File: src/shared/ecs_pkg.sv
// Constants, register map and types of the external control port
package ecs_pkg;
   localparam int CLK_HZ = 125_000_000;
   // Sync lock window, frequencies in units of 0.1 Hz
   localparam int SYNC_FMIN_DHZ = 400;
   localparam int SYNC_FMAX_DHZ = 9999;
   localparam int PER_W = 22;
   // Longest period rounds down, least period rounds up
   localparam int SYNC_PMAX_INT = (CLK_HZ * 10) / SYNC_FMIN_DHZ;
   localparam int SYNC_PMIN_INT = (CLK_HZ * 10 + SYNC_FMAX_DHZ - 1) / SYNC_FMAX_DHZ;
   localparam logic [PER_W-1:0] SYNC_PMAX_CYC = PER_W'(SYNC_PMAX_INT);
   localparam logic [PER_W-1:0] SYNC_PMIN_CYC = PER_W'(SYNC_PMIN_INT);

   localparam int ADDR_W = 5;
   localparam logic [ADDR_W-1:0] REG_CTRL = 5'h00;
   localparam logic [ADDR_W-1:0] REG_CMD = 5'h04;
   localparam logic [ADDR_W-1:0] REG_STATE = 5'h08;
   localparam logic [ADDR_W-1:0] REG_SEQSYNC = 5'h0c;
   localparam logic [ADDR_W-1:0] REG_PERIOD = 5'h10;
   localparam logic [ADDR_W-1:0] REG_INT_STAT = 5'h14;
   localparam logic [ADDR_W-1:0] REG_INT_EN = 5'h18;
   localparam logic [ADDR_W-1:0] REG_INT_CLR = 5'h1c;

   localparam logic [1:0] RESP_OKAY = 2'h0;
   localparam logic [1:0] RESP_SLVERR = 2'h2;

   // CTRL fields
   localparam int CTRL_SRC_BIT = 0;
   localparam int CTRL_MODE_LSB = 1;
   localparam logic CTRL_SRC_RST = 1'b0;

   // Command lines and CMD register bits share one numbering
   localparam int NCMD = 7;
   localparam int CMD_OUT_OFF = 0;
   localparam int CMD_OUT_ON = 1;
   localparam int CMD_SEQ_START = 2;
   localparam int CMD_SEQ_STOP = 3;
   localparam int CMD_SEQ_HOLD = 4;
   localparam int CMD_BRANCH_LSB = 5;

   // Interrupt events: bits 0..6 are the commands
   localparam int NEV = 9;
   localparam int EV_LOCK_GAIN = 7;
   localparam int EV_LOCK_LOSS = 8;
   localparam logic [NEV-1:0] INT_EN_RST = 9'h000;
   localparam logic [1:0] SEQSYNC_RST = 2'h0;

   typedef enum logic [1:0] {
      SEQ_IDLE = 2'b00,
      SEQ_RUN = 2'b01,
      SEQ_HOLD = 2'b10
   } ecs_seq_t;

   typedef enum logic [1:0] {
      MODE_INTERNAL = 2'b00,
      MODE_ACDC_EXTERNAL_SYNC = 2'b01,
      MODE_AC_EXTERNAL_SYNC = 2'b10
   } ecs_mode_t;
endpackage

File: src/shared/ecs_core_if.sv
// Internal carrier from the edge detector and frequency meter to the core
interface ecs_core_if;
   logic [ecs_pkg::NCMD-1:0] cmdFall;
   logic [ecs_pkg::PER_W-1:0] period;
   logic inRange;
   logic srcTick;
   modport edge_src(output cmdFall);
   modport meter(output period, output inRange, output srcTick);
   modport core(input cmdFall, input period, input inRange, input srcTick);
endinterface

File: src/rtl/ecs_ext_control.sv
// External control port: status outputs, command inputs, sync lock, AXI4-Lite registers
// Functional notes
// - Power-state output low while power source off, high while on.
// - Output-state line low while output disabled, high while enabled.
// - Limiter output high when any peak, average or power limiter operates.
// - Busy output low in normal operation, high while processing is busy.
// - Two sequence sync outputs, bits zero and one, set by running sequence; here only a write to the SEQSYNC register sets them.
// - Falling edge on sequence-stop input stops the running sequence.
// - Falling edge on sequence-hold input puts running sequence on hold.
// - Status outputs always active and updated, regardless of any enable.
// - In external-sync modes, lock only while sync lies within 40 to 999.9 Hz.
// - No adjustable phase offset; lock has a fixed phase relation.
// - Source select picks external sync input or mains line as reference.
//
// Local design decisions: the AXI4-Lite slave port and the placing of the registers.
module ecs_ext_control #(
   parameter logic [ecs_pkg::PER_W-1:0] MIN_PERIOD_CYC = ecs_pkg::SYNC_PMIN_CYC, // Least sync period
   parameter logic [ecs_pkg::PER_W-1:0] MAX_PERIOD_CYC = ecs_pkg::SYNC_PMAX_CYC // Longest sync period
) (
   input wire logic mclk, // 125 MHz clock
   input wire logic resetn, // Async reset, active low
   input wire logic [ecs_pkg::ADDR_W-1:0] awaddr, // AXI write address
   input wire logic awvalid, // AXI write address valid
   output logic awready, // AXI write address ready
   input wire logic [31:0] wdata, // AXI write data
   input wire logic [3:0] wstrb, // AXI write strobes
   input wire logic wvalid, // AXI write data valid
   output logic wready, // AXI write data ready
   output logic [1:0] bresp, // AXI write response
   output logic bvalid, // AXI write response valid
   input wire logic bready, // AXI write response ready
   input wire logic [ecs_pkg::ADDR_W-1:0] araddr, // AXI read address
   input wire logic arvalid, // AXI read address valid
   output logic arready, // AXI read address ready
   output logic [31:0] rdata, // AXI read data
   output logic [1:0] rresp, // AXI read response
   output logic rvalid, // AXI read valid
   input wire logic rready, // AXI read ready
   input wire logic [ecs_pkg::NCMD-1:0] cmdPinN, // Command lines, falling edge acts
   input wire logic extSyncIn, // External sync input
   input wire logic mainsRef, // Mains line reference
   input wire logic powerIsOn, // Power source is on
   input wire logic [3:0] limiterActive, // Peak+, peak-, average, power limiters
   input wire logic procBusy, // Internal processing busy
   output logic statPowerOn, // Power-state pin
   output logic statOutputOn, // Output-state pin, also output enable
   output logic statLimiter, // Limiter pin
   output logic statBusy, // Busy pin
   output logic [1:0] statSeqSync, // Sequence sync pins
   output logic seqRunning, // Sequence running
   output logic seqHeld, // Sequence on hold
   output logic [1:0] seqBranch, // Branch taken, one-cycle pulse
   output logic syncLocked, // Output frequency locked to source
   output logic syncTick, // Lock reference edge, one-cycle pulse
   output logic irq // Interrupt, level
);
   import ecs_pkg::*;

   typedef struct packed {
      logic awHave;
      logic wHave;
      logic [ADDR_W-1:0] awAddr;
      logic [31:0] wData;
      logic wLow;
      logic wHigh;
      logic awready;
      logic wready;
      logic bvalid;
      logic [1:0] bresp;
      logic arready;
      logic rvalid;
      logic [31:0] rdata;
      logic [1:0] rresp;
      logic srcSel;
      ecs_mode_t mode;
      logic [1:0] seqSync;
      logic outOn;
      ecs_seq_t seq;
      logic seqRunning;
      logic seqHeld;
      logic [1:0] branch;
      logic statPower;
      logic statLimiter;
      logic statBusy;
      logic locked;
      logic syncTick;
      logic [NEV-1:0] intStat;
      logic [NEV-1:0] intEn;
      logic irq;
   } ecs_top_st_t;

   ecs_top_st_t r;
   ecs_top_st_t next_r;
   ecs_core_if core ();

   logic wrDo;
   logic lockNow;
   logic [NCMD-1:0] swCmd;
   logic [NCMD-1:0] cmd;
   logic [NEV-1:0] clr;
   logic [NEV-1:0] ev;
   logic [1:0] modeBits;

   ecs_edge_detect u_edge (
      .mclk(mclk),
      .resetn(resetn),
      .cmdPinN(cmdPinN),
      .core(core.edge_src)
   );

   ecs_freq_meter #(
      .MIN_PERIOD_CYC(MIN_PERIOD_CYC),
      .MAX_PERIOD_CYC(MAX_PERIOD_CYC)
   ) u_meter (
      .mclk(mclk),
      .resetn(resetn),
      .extSyncIn(extSyncIn),
      .mainsRef(mainsRef),
      .srcSel(r.srcSel),
      .core(core.meter)
   );

   always_comb begin
      next_r = r;
      swCmd = '0;
      clr = '0;
      modeBits = r.wData[CTRL_MODE_LSB +: 2];
      next_r.branch = 2'h0;

      // Write address and data are taken in either order
      if (awvalid && r.awready) begin
         next_r.awHave = 1'b1;
         next_r.awAddr = awaddr;
      end
      // Strobes are kept with the data: the master may drop them once wready is seen
      if (wvalid && r.wready) begin
         next_r.wHave = 1'b1;
         next_r.wData = wdata;
         next_r.wLow = wstrb[0];
         next_r.wHigh = wstrb[1];
      end
      if (r.bvalid && bready) begin
         next_r.bvalid = 1'b0;
      end
      wrDo = r.awHave && r.wHave && !r.bvalid;
      if (wrDo) begin
         next_r.awHave = 1'b0;
         next_r.wHave = 1'b0;
         next_r.bvalid = 1'b1;
         next_r.bresp = RESP_OKAY;
         case (r.awAddr)
            REG_CTRL: begin
               if (r.wLow) begin
                  next_r.srcSel = r.wData[CTRL_SRC_BIT];
                  next_r.mode = (modeBits == 2'h3) ? MODE_INTERNAL : ecs_mode_t'(modeBits);
               end
            end
            REG_CMD: begin
               if (r.wLow) begin
                  swCmd = r.wData[NCMD-1:0];
               end
            end
            REG_SEQSYNC: begin
               if (r.wLow) begin
                  next_r.seqSync = r.wData[1:0];
               end
            end
            REG_INT_EN: begin
               if (r.wLow) begin
                  next_r.intEn[7:0] = r.wData[7:0];
               end
               if (r.wHigh) begin
                  next_r.intEn[NEV-1] = r.wData[8];
               end
            end
            REG_INT_CLR: begin
               clr = r.wData[NEV-1:0];
            end
            REG_STATE, REG_PERIOD, REG_INT_STAT: begin
            end
            default: begin
               next_r.bresp = RESP_SLVERR;
            end
         endcase
      end
      next_r.awready = !next_r.awHave && !next_r.bvalid;
      next_r.wready = !next_r.wHave && !next_r.bvalid;

      // Read channel
      if (r.rvalid && rready) begin
         next_r.rvalid = 1'b0;
      end
      if (arvalid && r.arready) begin
         next_r.rvalid = 1'b1;
         next_r.rresp = RESP_OKAY;
         next_r.rdata = 32'h0;
         case (araddr)
            REG_CTRL: next_r.rdata[2:0] = {r.mode, r.srcSel};
            REG_STATE: next_r.rdata[6:0] = {r.locked, r.seq, r.statBusy, r.statLimiter, r.outOn, r.statPower};
            REG_SEQSYNC: next_r.rdata[1:0] = r.seqSync;
            REG_PERIOD: next_r.rdata[PER_W-1:0] = core.period;
            REG_INT_STAT: next_r.rdata[NEV-1:0] = r.intStat;
            REG_INT_EN: next_r.rdata[NEV-1:0] = r.intEn;
            REG_CMD, REG_INT_CLR: begin
            end
            default: next_r.rresp = RESP_SLVERR;
         endcase
      end
      next_r.arready = !next_r.rvalid;

      // Status pins follow their sources every cycle
      next_r.statPower = powerIsOn;
      next_r.statLimiter = |limiterActive;
      next_r.statBusy = procBusy;

      // Pin edges and software commands act alike
      cmd = core.cmdFall | swCmd;
      // Off beats on; the output never stays enabled without power
      if (cmd[CMD_OUT_ON] && powerIsOn) begin
         next_r.outOn = 1'b1;
      end
      if (cmd[CMD_OUT_OFF] || !powerIsOn) begin
         next_r.outOn = 1'b0;
      end

      // Hold only from run, start from idle or hold, branches only while running
      case (r.seq)
         SEQ_IDLE: begin
            if (cmd[CMD_SEQ_START]) begin
               next_r.seq = SEQ_RUN;
            end
         end
         SEQ_RUN: begin
            next_r.branch = cmd[CMD_BRANCH_LSB +: 2];
            if (cmd[CMD_SEQ_HOLD]) begin
               next_r.seq = SEQ_HOLD;
            end
         end
         SEQ_HOLD: begin
            if (cmd[CMD_SEQ_START]) begin
               next_r.seq = SEQ_RUN;
            end
         end
         default: begin
            next_r.seq = SEQ_IDLE;
         end
      endcase
      // Stop beats every other command
      if (cmd[CMD_SEQ_STOP]) begin
         next_r.seq = SEQ_IDLE;
         next_r.branch = 2'h0;
      end
      // Sequence flags follow the next state so they line up with it
      next_r.seqRunning = (next_r.seq == SEQ_RUN);
      next_r.seqHeld = (next_r.seq == SEQ_HOLD);

      // Lock only in an external-sync mode with the source in window
      lockNow = (r.mode != MODE_INTERNAL) && core.inRange;
      next_r.locked = lockNow;
      next_r.syncTick = core.srcTick && lockNow;

      // Set wins over clear
      ev = {r.locked && !lockNow, lockNow && !r.locked, cmd};
      next_r.intStat = (r.intStat & ~clr) | ev;
      next_r.irq = |(next_r.intStat & next_r.intEn);
   end

   // Asynchronous reset loads constants only
   always_ff @(posedge mclk or negedge resetn) begin
      if (!resetn) begin
         r <= '0;
         r.srcSel <= CTRL_SRC_RST;
         r.mode <= MODE_INTERNAL;
         r.seq <= SEQ_IDLE;
         r.seqSync <= SEQSYNC_RST;
         r.intEn <= INT_EN_RST;
      end else begin
         r <= next_r;
      end
   end

   assign awready = r.awready;
   assign wready = r.wready;
   assign bvalid = r.bvalid;
   assign bresp = r.bresp;
   assign arready = r.arready;
   assign rvalid = r.rvalid;
   assign rdata = r.rdata;
   assign rresp = r.rresp;
   assign statPowerOn = r.statPower;
   assign statOutputOn = r.outOn;
   assign statLimiter = r.statLimiter;
   assign statBusy = r.statBusy;
   assign statSeqSync = r.seqSync;
   assign seqRunning = r.seqRunning;
   assign seqHeld = r.seqHeld;
   assign seqBranch = r.branch;
   assign syncLocked = r.locked;
   assign syncTick = r.syncTick;
   assign irq = r.irq;
endmodule // ecs_ext_control

File: src/rtl/ecs_edge_detect.sv
// Two-stage synchroniser and falling-edge detector for the command lines
module ecs_edge_detect (
   input wire logic mclk, // System clock
   input wire logic resetn, // Async reset, active low
   input wire logic [ecs_pkg::NCMD-1:0] cmdPinN, // Command lines, idle high
   ecs_core_if.edge_src core // Falling-edge pulses
);
   import ecs_pkg::*;

   typedef struct packed {
      logic [NCMD-1:0] s1;
      logic [NCMD-1:0] s2;
      logic [NCMD-1:0] prev;
   } ecs_edge_st_t;

   ecs_edge_st_t r;
   ecs_edge_st_t next_r;

   always_comb begin
      next_r = r;
      next_r.s1 = cmdPinN;
      next_r.s2 = r.s1;
      next_r.prev = r.s2;
   end

   // Lines idle high, so reset to high to avoid a false edge
   always_ff @(posedge mclk or negedge resetn) begin
      if (!resetn) begin
         r <= '1;
      end else begin
         r <= next_r;
      end
   end

   assign core.cmdFall = r.prev & ~r.s2;
endmodule // ecs_edge_detect

File: src/rtl/ecs_freq_meter.sv
// Period meter and lock window check for the selected sync source
module ecs_freq_meter #(
   parameter logic [ecs_pkg::PER_W-1:0] MIN_PERIOD_CYC = ecs_pkg::SYNC_PMIN_CYC,
   parameter logic [ecs_pkg::PER_W-1:0] MAX_PERIOD_CYC = ecs_pkg::SYNC_PMAX_CYC
) (
   input wire logic mclk, // System clock
   input wire logic resetn, // Async reset, active low
   input wire logic extSyncIn, // External logic-level sync input
   input wire logic mainsRef, // Mains line reference
   input wire logic srcSel, // 0 external, 1 mains line
   ecs_core_if.meter core // Period and lock window result
);
   import ecs_pkg::*;

   typedef struct packed {
      logic [1:0] s1;
      logic [1:0] s2;
      logic prev;
      logic sel;
      logic seen;
      logic inRange;
      logic tick;
      logic [PER_W-1:0] cnt;
      logic [PER_W-1:0] period;
   } ecs_meter_st_t;

   ecs_meter_st_t r;
   ecs_meter_st_t next_r;
   logic lvl;

   always_comb begin
      next_r = r;
      next_r.s1 = {mainsRef, extSyncIn};
      next_r.s2 = r.s1;
      lvl = r.sel ? r.s2[1] : r.s2[0];
      next_r.prev = srcSel ? r.s2[1] : r.s2[0];
      next_r.sel = srcSel;
      next_r.tick = 1'b0;
      if (r.sel != srcSel) begin
         // Source changed: forget history, measure afresh
         next_r.seen = 1'b0;
         next_r.inRange = 1'b0;
         next_r.cnt = '0;
      end else if (lvl && !r.prev) begin
         next_r.period = r.cnt;
         next_r.inRange = r.seen && r.cnt >= MIN_PERIOD_CYC && r.cnt <= MAX_PERIOD_CYC;
         next_r.tick = next_r.inRange;
         next_r.seen = 1'b1;
         next_r.cnt = {{(PER_W-1){1'b0}}, 1'b1};
      end else if (r.cnt <= MAX_PERIOD_CYC) begin
         next_r.cnt = r.cnt + 1'b1;
      end else begin
         next_r.inRange = 1'b0;
      end
   end

   always_ff @(posedge mclk or negedge resetn) begin
      if (!resetn) begin
         r <= '0;
      end else begin
         r <= next_r;
      end
   end

   assign core.period = r.period;
   assign core.inRange = r.inRange;
   assign core.srcTick = r.tick;
endmodule // ecs_freq_meter

File: config.mk
export PLATFORM = sky130hd
export DESIGN_NAME = ecs_ext_control
export DESIGN_NICKNAME = d
export VERILOG_FILES = /design/src/shared/ecs_pkg.sv /design/src/shared/ecs_core_if.sv /design/src/rtl/ecs_ext_control.sv /design/src/rtl/ecs_edge_detect.sv /design/src/rtl/ecs_freq_meter.sv
export SDC_FILE = /design/constraint.sdc
export NUM_CORES = 1
export LEC_CHECK = 0
export BUFFER_PORTS_ARGS = -buffer_cell sky130_fd_sc_hd__clkbuf_2
export CAP_MARGIN = 20
export CORE_MARGIN = 4
export CORE_UTILIZATION = 45
export CTS_CLUSTER_SIZE = 8
export DETAILED_ROUTE_END_ITERATION = 12
export PLACE_DENSITY = 0.64
export SLEW_MARGIN = 20
export SYNTH_ARGS = -nofsm -noshare
export SYNTH_HDL_FRONTEND = slang
export SYNTH_SLANG_ARGS = --single-unit
File: constraint.sdc
create_clock -name mclk -period 5.1 [get_ports mclk]
set_input_delay 1.02 -clock mclk [delete_from_list [all_inputs] [get_ports mclk]]
set_output_delay 1.02 -clock mclk [all_outputs]
set_load 0.005 [all_outputs]
## Word level (Yosys, flattened, before mapping)

Index checks and enable logic that the tools add are counted.

- Flip-flop bits (word level): 159
- Latch bits: 0
- Memory bits (writable): 0
- Memory bits (read-only): 0
- Output and inout port bits: 54
- Word-level logic and storage cells: 159
- Memories: 0

- $add $sub $neg: 1
- Multiply operators: 0
- Div/mod/pow operators: 0
- $lt $le $gt $ge: 2
- Equality and inequality tests: 21
- Shift operators: 0
- Multiplexer cells: 43
- Bitwise logic cells: 8
- Reductions and logical operators: 42

Operators with widths:

| cell | number |
|---|---|
| 22-bit 2-to-1 mux | 3 |
| 5-bit equality test (second input constant) | 8 |
| 9-bit 2-to-1 mux | 4 |
| 35-bit 2-to-1 mux | 1 |
| 22-bit by 1-bit adder with 22-bit output (second input constant) | 1 |
| 22-bit by 17-bit >= comparator with 1-bit output (second input constant) | 1 |
| 22-bit less-or-equal comparator (second input constant) | 1 |
| 7-bit 2-to-1 mux | 3 |
| 5-bit by 4-bit equality test with 1-bit output (second input constant) | 4 |
| 2-bit 2-to-1 mux | 10 |
| 9-bit bitwise AND | 2 |
| 1-bit logical AND | 17 |
| 4-bit one-hot mux with 4 select lines | 1 |
| 8-bit OR reduction | 2 |
| 1-bit 2-to-1 mux | 14 |
| 13-bit 2-to-1 mux | 1 |
| 2-bit one-hot mux with 6 select lines | 1 |
| 5-bit by 3-bit equality test with 1-bit output (second input constant) | 2 |
| 5-bit logical NOT | 2 |
| 1-bit logical NOT | 9 |
| 9-bit NOT | 1 |
| 9-bit OR | 1 |
| 9-bit OR reduction | 1 |
| 8-bit 2-to-1 mux | 1 |
| 20 further kinds | 26 |

## Longest topological paths before layout

Gate-level depths: netlist of the first run.

- Depth in word-level cells: 8
- Gate-level depth with buffers: 9
- Gate-level depth less buffers: 8

## Modules after synthesis

A second synthesis of the first run with hierarchy kept.

- Cell total of the unflattened synthesis: 624
- Area total of the unflattened synthesis: 7,297.0 µm²

Modules (own cells, without submodules):

| module | instances | cells an instance | area each (µm²) | sequential area each (µm²) |
|---|---|---|---|---|
| ecs_ext_control | 1 | 345 | 3,932.5 | 2,077.0 |
| ecs_freq_meter | 1 | 251 | 2,716.4 | 1,326.3 |
| ecs_edge_detect | 1 | 28 | 648.1 | 551.8 |

## Worst setup path before layout of the first run

Ideal clock, no wire load.

- Path type: in2reg
- From: input araddr[3] in the netlist's numbering
- To: register r, in the netlist rdata[12]
- Setup time: 0.066 ns
- Arrival time: 2.347 ns
- Required time: 5.034 ns
- Setup slack: 2.687 ns
- Stages on the path: 6
- Path through: clkbuf_1 > nor2b_1 > nand2_1 > nor3_1 > clkbuf_1 > a22o_1

- Cells in the longest elaborated chain, start to end: 2

RTL lines:

| element | RTL line | text |
|---|---|---|
| start: declaration | ecs_ext_control.sv:32 | `input wire logic [ecs_pkg::ADDR_W-1:0] araddr,` |
| 5-bit equality test | ecs_ext_control.sv:197 | `case (araddr)` |
| 13-bit 2-to-1 mux | ecs_ext_control.sv:197 |  |
| end signal: assignment | ecs_ext_control.sv:278 | `r <= next_r;` |
| end: declaration | ecs_ext_control.sv:92 | `ecs_top_st_t r;` |

No other way between the ends.
A chain may end at the register's enable or synchronous reset.

==> results of run 1 <==
## state kept, by name, indices dropped and copies added (netlist names), 2 cells and up
signal and flops:
rdata 22, u_meter.r 27, u_edge.r 7, u_edge.next_r 14, statSeqSync 2, modeBits 2, u_meter.next_r 2, u_meter.core.period 22
seqBranch 2, r 39
## cell usage in the layout (no fill, tap or decap), types with 5 or more instances in the layout
master / Yosys / layout
sky130_fd_sc_hd__a21oi_1: 30 / 30
sky130_fd_sc_hd__dfstp_2: 21 / 21
sky130_fd_sc_hd__inv_1: 20 / 20
sky130_fd_sc_hd__buf_4: 41 / 5
sky130_fd_sc_hd__o22ai_1: 5 / 5
sky130_fd_sc_hd__clkbuf_2: 0 / 83
sky130_fd_sc_hd__clkbuf_16: 0 / 17
sky130_fd_sc_hd__mux2_2: 50 / 50
sky130_fd_sc_hd__and2_1: 9 / 8
sky130_fd_sc_hd__a22o_1: 19 / 19
sky130_fd_sc_hd__nor2_1: 24 / 24
sky130_fd_sc_hd__nor2b_1: 12 / 12
sky130_fd_sc_hd__or4_1: 7 / 7
sky130_fd_sc_hd__dfrtp_1: 136 / 136
sky130_fd_sc_hd__mux2i_1: 13 / 13
sky130_fd_sc_hd__and3_1: 5 / 5
sky130_fd_sc_hd__nand3_1: 13 / 13
sky130_fd_sc_hd__or3_1: 12 / 12
sky130_fd_sc_hd__nand2_1: 42 / 42
sky130_fd_sc_hd__nand3b_1: 5 / 5
sky130_fd_sc_hd__o21ai_0: 30 / 30
sky130_fd_sc_hd__nand4_1: 8 / 8
sky130_fd_sc_hd__clkinvlp_4: 0 / 5
sky130_fd_sc_hd__conb_1: 1 / 12
## layer usage
metal / global-route usage (%) / vias up / share of wire, %
li1: - / 2185 / -
met1: 23.0 / 2238 / 48
met2: 24.0 / 114 / 45
met3: 4.81 / 20 / 5.6
met4: 6.35 / 0 / 1.8
met5: 0 / - / 0
## stage by stage
| stage | instance area (sq um) | hold WS (ns) | power (mW) |
|---|---|---|---|
| 2_1_floorplan | 6980 | 0.331 | 2.10 |
| 3_3_place_gp | 7260 | 0.338 | 2.27 |
| 3_5_place_dp | 7260 | 0.339 | 2.30 |
| 4_1_cts | 7850 | 0.353 | 3.55 |
| 5_1_grt | 7850 | 0.358 | 3.71 |
| 6_report | 7850 | 0.350 | 3.51 |
## kinds of logic after synthesis
kind of cell             Yosys count  synth area share (%)
XOR/XNOR                           2                 0.252
multiplexers                      64                  10.3
buffers and inverters             84                  7.23
other                              1                0.0540
flip-flops                       157                  57.0
AO/OA/AOI/OAI                    120                  11.6
AND/OR/NAND/NOR                  162                  12.8
adder cells (fa/ha/maj)            4                 0.721
## power by group through the flow
stage          registers [mW]  logic, mW  clock network (mW)
2_1_floorplan            1.60      0.497                   0
3_3_place_gp             1.66      0.606                   0
3_5_place_dp             1.67      0.624                   0
4_1_cts                  1.65      0.629                1.27
5_1_grt                  1.68      0.697                1.32
6_report                 1.65      0.622                1.24
## layout make-up
class | count | area [sq um]
fill | 1328 | 7300
sequential | 157 | 3960
multi-input combinational | 364 | 2530
timing repair buffer | 89 | 464
clock buffer | 17 | 425
tap | 188 | 235
clock inverter | 15 | 161
inverter | 20 | 75.1
## final timing paths
path,slack [ns],start,cells after the start,endpoint
min reg2reg,0.35,u_meter.next_r[50],0,u_meter.r[50]
min in group asynchronous,0.62,resetn,1,rdata[4]
max in group asynchronous,3.50,resetn,2,u_edge.next_r[7]
max,2.44,bvalid,6,irq
max reg2reg,2.44,bvalid,6,irq
min,0.35,u_meter.next_r[50],0,u_meter.r[50]
==> metrics.yaml, run 1 <==
grt_remaining_overflow: 0
share_comb_of_total_power_pct: 17.7
clock_share_of_power_pct: 35.3
cellInternalPower_mw: 2.49
power_leakage_nw: 3.60
worst_setup_path_end_kind: "register"
library_cell_contributing_the_largest_single_delay_on_the_critical_path: "sky130_fd_sc_hd__and3b_1"
clockBufferDepth: 2
worstHoldPathType: "reg -> reg"
grt_antenna_before_repair: 0
post-place-ws_ns: 2.47
final_nets: 721
max-slew-margin-rel_pct: 46.6
dp_hpwl_um: 9790
floorplan.die_area_sq_um: 17500
average_cell_area_after_synthesis_sq_um: 11.7
ios: 122
critical_path.max_stage_delay_ns: 0.56
cp_cell_sequence: "and3b_1 > nand4_4 > mux2i_1 > a2bb2o_4 > a221o_1 > or4_1"
finalWeightedCongestion: 0.862
final_cells: 850
die_y_um: 132
tns_ns: 0
postCtsSetupRepairBufs: 0
period_minus_slack_ns: 2.66
power.sequential.fraction_pct: 47.0
cts_tree: "built"
number_of_buffers_added_on_ports: 84
rows: 45
fin_worst_skew_ns: 0.00569
area_delta_synth_final_pct: 13.0
synth-main-ff-cell: "sky130_fd_sc_hd__dfrtp_1"
wl_per_cell_um: 16.1
worstPathBufferInverterCount: 0
postCtsResizedCells: 0
via_count_of_the_first_global_routing_pass: 4589
critPathLaunchType: "register"
drc_errors: 0
worst_skew_pair.late_latency_ns: 0.42
number_of_flops_mapped_to_enable_cells_by_yosys: 0
max-cap-violations: 0
synth_top_cells_by_count: "sky130_fd_sc_hd__dfrtp_1, sky130_fd_sc_hd__mux2_2, sky130_fd_sc_hd__nand2_1, sky130_fd_sc_hd__buf_4"
ys_top_cells_by_area: "sky130_fd_sc_hd__dfrtp_1, sky130_fd_sc_hd__mux2_2, sky130_fd_sc_hd__dfstp_2"
grt_max_degree: 77
inserted_diodes: 0
worst_ir_drop_vdd_uv: 291
drtIter0Drc: 232
worst_slew_pin_slew_ns: 0.799
tritoncts.num_buffers: 17
drt.antenna.violating_nets: 0
critical_path_required_ns: 5.38
clkTransAtPathRegs_ns: 0.06
share_of_flip_flops_with_an_asynchronous_set_or_reset_after_synthesis_pct: 100
cell_accounting_for_the_most_synthesized_area: "sky130_fd_sc_hd__dfrtp_1"
final_core_util_pct: 51.8
dp.cells: 818
groute.usage.overall_pct: 16.3
dr_total_vias: 4557
layout-drive-gt1-share_pct: 31.4
grt_pass1_wl_um: 23200
cts_sinks: 157
number_of_detailed_routing_iterations_run_before_antenna_repair: 4
initial_cell_density_of_the_core_pct: 45.8
wl_um: 13700
timing.final.crit_share_pct: 52.2
setup.worst_path.class: "reg -> reg"
yosys_warnings: 0
path_delay_family: "simple AND/OR/NAND/NOR gates"
timing.critical_path.fanout_max: 14
switching_power_mw: 1.02
grt_setup_unrepaired: "no"
critical_path_arrival_ns: 2.95
synth_cells: 594
yosysUniqueCellTypes: 64
switching_share_pct: 29.1
post-synth-top-area-fraction_pct: 49.0
synth_area_sq_um: 6940
root_buffer: "sky130_fd_sc_hd__clkbuf_16"
final-hold-violation-count: 0
yosys.cell_count.top_type: "sky130_fd_sc_hd__dfrtp_1"
hold_buf_count_cts: 0
max_freq_ghz: 0.375
die_w_um: 132
power.density_cell_area_nw_per_um2: 448
placeableCoreArea_sq_um: 15100
synth_seq_cells: 157
report.final.slew_viol_count: 0
vias_per_cell: 5.36
endpoints_failing_setup: 0
run_status: "finished clean"
synth.yosys.seq_area_share_pct: 57.0
timing.final.ws_setup_ns: 2.44
h-tree-depth: 4
(Power assumes the default switching activity.)
==> run 2, diff against run 1 <==
- PLACE_DENSITY: 0.64 -> 0.67
- clock period: 5.1 -> 2.25 ns (I/O delays scaled with it)
==> metrics.yaml, run 2 (synthesis results as in run 1) <==
final_cells: 886
groute.usage.overall_pct: 17.4
critical_path.max_stage_delay_ns: 0.46
critPathLaunchType: "register"
drtIter0Drc: 311
h-tree-depth: 4
via_count_of_the_first_global_routing_pass: 4932
fillerInstances: 1300
final_nets: 757
wl_per_cell_um: 16.6
mostFrequentLayoutCell: "sky130_fd_sc_hd__dfrtp_1"
worst_setup_path_end_kind: "register"
placeableCoreArea_sq_um: 15100
number_of_buffers_added_on_ports: 84
design_area_sq_um: 8240
period_minus_slack_ns: 2.23
worstHoldPathType: "in -> reg"
drc_errors: 0
floorplan.die_area_sq_um: 17500
timing.critical_path.fanout_max: 6
die_w_um: 132
fin_worst_skew_ns: 0.00993
cts_tree: "built"
worst_ir_drop_vdd_uv: 605
worst_skew_pair.late_latency_ns: 0.42
most_frequent_cells_in_the_layout: "sky130_fd_sc_hd__dfrtp_1, sky130_fd_sc_hd__clkbuf_2, sky130_fd_sc_hd__mux2_2"
rows: 45
grt_most_used_layer: "met2"
clkTransAtPathRegs_ns: 0.06
finalWeightedCongestion: 0.875
tritoncts.num_buffers: 17
worst_hold_slack_ns: 0.107
grt_setup_unrepaired: "yes"
grt_max_degree: 49
max_freq_ghz: 0.449
power_leakage_nw: 3.84
wl_um: 14700
dpl_cell_area_sq_um: 7560
cp_cell_sequence: "nor3b_4 > and3_4 > buf_4 > nand2_1 > a21bo_2 > a22o_2 > or4_1"
critical_path_arrival_ns: 2.52
area_delta_synth_final_pct: 18.7
inserted_diodes: 0
grt.met3_usage_pct: 3.82
number_of_detailed_routing_iterations_run_before_antenna_repair: 5
timing.final.crit_share_pct: 99.0
die_y_um: 132
grt_antenna_before_repair: 0
largest_register_ff_count: 39
grt_remaining_overflow: 0
library_cell_contributing_the_largest_single_delay_on_the_critical_path: "sky130_fd_sc_hd__or4_1"
final-hold-violation-count: 0
root_buffer: "sky130_fd_sc_hd__clkbuf_16"
power.density_cell_area_nw_per_um2: 1020
drt.antenna.violating_nets: 0
dp.cells: 853
max-slew-margin-rel_pct: 37.4
cts_sinks: 157
use_met2_pct: 26.6
clockBufferDepth: 2
regMostFlops: "r"
max-cap-violations: 0
setup.worst_path.class: "reg -> reg"
endpoints_failing_setup: 0
final_core_util_pct: 54.4
vias_per_cell: 5.41
worst_slew_pin_slew_ns: 0.929
run_status: "finished clean"
grt_pass1_wl_um: 24500
ios: 122
dp_hpwl_um: 10800
largest_registers: "r (39), u_meter.r (27)"
layout-drive-gt1-share_pct: 35.0
critical_path_required_ns: 2.54
initial_cell_density_of_the_core_pct: 45.8
report.final.slew_viol_count: 0
groute.layer.met1.usage_pct: 24.0
postCtsSetupRepairBufs: 0
dr_total_vias: 4789
run 2: changes by cell type in the layout (fill, tap and decap cells not counted), sizes merged:
cell	change
bufinv	+2
inv	-3
clkinvlp	-5
buf	+35
clkbuf	+6
dlygate4sd3	+1
run 2: layout make-up:
type	count	area, sq um	share of cell area [%]
clock buffer	23	478	5.80
tap	188	235	2.85
multi-input combinational	364	2560	31.1
inverter	20	75.1	0.911
timing repair buffer	125	774	9.40
clock inverter	9	156	1.90
sequential	157	3960	48.0
run 2: final timing paths:
kind	startpoint	end	slack, ns	cells past startpoint
setup / recovery	r[111]	irq	0.02	7
hold / removal	cmdPinN[3]	u_edge.next_r[10]	0.11	1
setup reg to reg	r[111]	irq	0.02	7
hold reg to reg	u_meter.next_r[49]	u_meter.r[49]	0.35	0
max in group asynchronous	resetn	awready	1.07	3
min in group asynchronous	resetn	seqBranch[1]	0.52	2
run 2: where the power goes:
group / switching, mW / internal (mW) / total, mW
Sequential: 0.425 / 3.30 / 3.73
Clock: 1.10 / 1.95 / 3.05
Combinational: 0.806 / 0.840 / 1.65
Total: 2.33 / 6.10 / 8.43
run 2: layer usage:
layer | part of all wire [%] | routed length (um)
met3 | 4.8 | 706
met2 | 46 | 6770
met1 | 47 | 6830
met4 | 2.5 | 367
met5 | 0 | 0
run 2: timing repair:
action                     4_1_cts  5_1_grt
pin swaps                        1        2
resized for setup                6        3
setup endpoints to repair        1        7
hold endpoints to repair        20        0
hold buffers                     1        0
run 2: worst max-delay path: cells and delay by family (launching register included):
family / cells / cell delay [ns]
AND/OR/NAND/NOR: 4 / 1.08
flip-flops: 1 / 0.44
AO/OA/AOI/OAI: 2 / 0.43
buffers and inverters: 1 / 0.13
run 2: through the flow:
step	worst slack, ns	TNS, ns	power [mW]
6_report	0.0214	0	8.43
5_1_grt	-0.0925	-0.0925	8.85
2_1_floorplan	0.0863	0	4.76
3_5_place_dp	-0.0770	-0.0770	5.37
3_3_place_gp	-0.0235	-0.0235	5.30
4_1_cts	0.00837	0	8.51
==> run 3, diff against run 2 <==
- CAP_MARGIN: 20 -> 40
- REMOVE_ABC_BUFFERS: not set -> 1
==> metrics.yaml, run 3 (synthesis results as in run 1) <==
final-hold-violation-count: 0
groute.usage.overall_pct: 17.6
inserted_diodes: 0
worst_setup_path_end_kind: "register"
fin_worst_skew_ns: 0.0115
storage_element_area_sq_um: 3960
critPathLaunchType: "register"
post-place-ws_ns: -0.0900
layout-drive-gt1-share_pct: 36.3
setup.worst_path.class: "reg -> reg"
root_buffer: "sky130_fd_sc_hd__clkbuf_16"
final_cells: 890
h-tree-depth: 4
largest_registers: "r (39), u_meter.r (27)"
max-cap-violations: 0
cp_cell_sequence: "nor3b_4 > and3_4 > buf_6 > nand2_1 > o2bb2ai_2 > a22o_2 > or4_1"
critical_path.max_stage_delay_ns: 0.46
floorplan.die_area_sq_um: 17500
grt_max_degree: 56
grt_remaining_overflow: 0
grt_pass1_wl_um: 24900
final_core_util_pct: 54.2
power_leakage_nw: 3.83
max-slew-margin-rel_pct: 44.1
area_delta_synth_final_pct: 18.3
design_area_sq_um: 8210
drc_errors: 0
critical_path_arrival_ns: 2.55
endpoints_failing_setup: 1
critical_path_required_ns: 2.54
max_freq_ghz: 0.443
ios: 122
wl_um: 14700
timing.final.crit_share_pct: 100
initial_cell_density_of_the_core_pct: 45.8
most_frequent_cells_in_the_layout: "sky130_fd_sc_hd__dfrtp_1, sky130_fd_sc_hd__clkbuf_2, sky130_fd_sc_hd__mux2_2"
report.final.slew_viol_count: 0
failed_checks: "negative setup slack"
via_count_of_the_first_global_routing_pass: 4907
clkTransAtPathRegs_ns: 0.06
library_cell_contributing_the_largest_single_delay_on_the_critical_path: "sky130_fd_sc_hd__or4_1"
worst_ir_drop_vdd_uv: 584
wl_per_cell_um: 16.5
rows: 45
timing.critical_path.fanout_max: 6
timing.final.ws_setup_ns: -0.00695
power.density_cell_area_nw_per_um2: 986
die_y_um: 132
finalWeightedCongestion: 0.885
drtIter0Drc: 232
number_of_buffers_added_on_ports: 84
worst_hold_slack_ns: 0.108
worst_skew_pair.late_latency_ns: 0.42
grt_antenna_before_repair: 0
largest_register_ff_count: 39
cts_sinks: 157
dr_total_vias: 4815
multiInputGateArea_sq_um: 2570
worst_slew_pin_slew_ns: 0.830
number_of_detailed_routing_iterations_run_before_antenna_repair: 4
final_total_pwr_mw: 8.10
worstHoldPathType: "in -> reg"
run_status: "finished, violations left"
vias_per_cell: 5.41
fillerInstances: 1310
clockBufferDepth: 2
tns_ns: -0.00695
worstPathBufferInverterCount: 1
period_minus_slack_ns: 2.26
path_delay_family: "simple AND/OR/NAND/NOR gates"
dp_hpwl_um: 10700
mostFrequentLayoutCell: "sky130_fd_sc_hd__dfrtp_1"
die_w_um: 132
final_nets: 761
dp.cells: 856
drt.antenna.violating_nets: 0
tritoncts.num_buffers: 17
regMostFlops: "r"
grt_setup_unrepaired: "yes"
cts_tree: "built"
placeableCoreArea_sq_um: 15100
dpl_cell_area_sq_um: 7580
## run 3: cell types whose count changed in the layout (fill, tap and decap cells not counted), sizes merged
cell | previous run | this run
bufinv | 4 | 0
clkinv | 3 | 7
buf | 41 | 45
inv | 22 | 25
clkbuf | 106 | 103
## run 3: area by class of cell
cell class | count | share of cell area (%)
clock buffers | 20 | 5.68
clock inverters | 12 | 1.22
inverters | 20 | 0.914
multi-input cells | 364 | 31.3
flip-flops and latches | 157 | 48.2
well taps | 188 | 2.86
repair buffers | 129 | 9.84
## run 3: worst reg2reg max path, delay by kind of cell, from the launching register on
family | cells | cell delay [ns]
AND/OR/NAND/NOR | 4 | 1.14
buffers and inverters | 1 | 0.11
flip-flops | 1 | 0.45
AO/OA/AOI/OAI | 2 | 0.43
## run 3: metal layers
layer  track usage (%)  vias up  share of wire [%]
met5                 0        -                  0
met4              6.12        0                1.0
met3              3.93       11                4.3
met2              28.1      129                 49
met1              23.8     2416                 46
li1                  -     2259                  -
## run 3: power by group
part           switching (mW)  leakage [nW]  internal, mW
Combinational           0.804          1.56         0.851
Sequential              0.433          1.98          3.31
Clock                    1.18         0.284          1.52
## run 3: repair_timing
item,CTS,global route
hold buffers,1,0
gates resized for setup,8,5
setup endpoints to repair,1,9
buffers inserted,0,1
cloned,0,0
pin swaps,6,4
hold endpoints to repair,16,0
## run 3: final timing paths
| check | endpoint | start | slack [ns] | cells past startpoint |
|---|---|---|---|---|
| max in group asynchronous | u_edge.next_r[4] | resetn | 1.05 | 3 |
| hold reg to reg | u_edge.next_r[3] | u_edge.next_r[10] | 0.36 | 0 |
| min in group asynchronous | rdata[20] | resetn | 0.56 | 2 |
| hold / removal | u_edge.next_r[11] | cmdPinN[4] | 0.11 | 1 |
| setup reg to reg | irq | r[112] | -0.007 | 7 |
| setup / recovery | irq | r[112] | -0.007 | 7 |
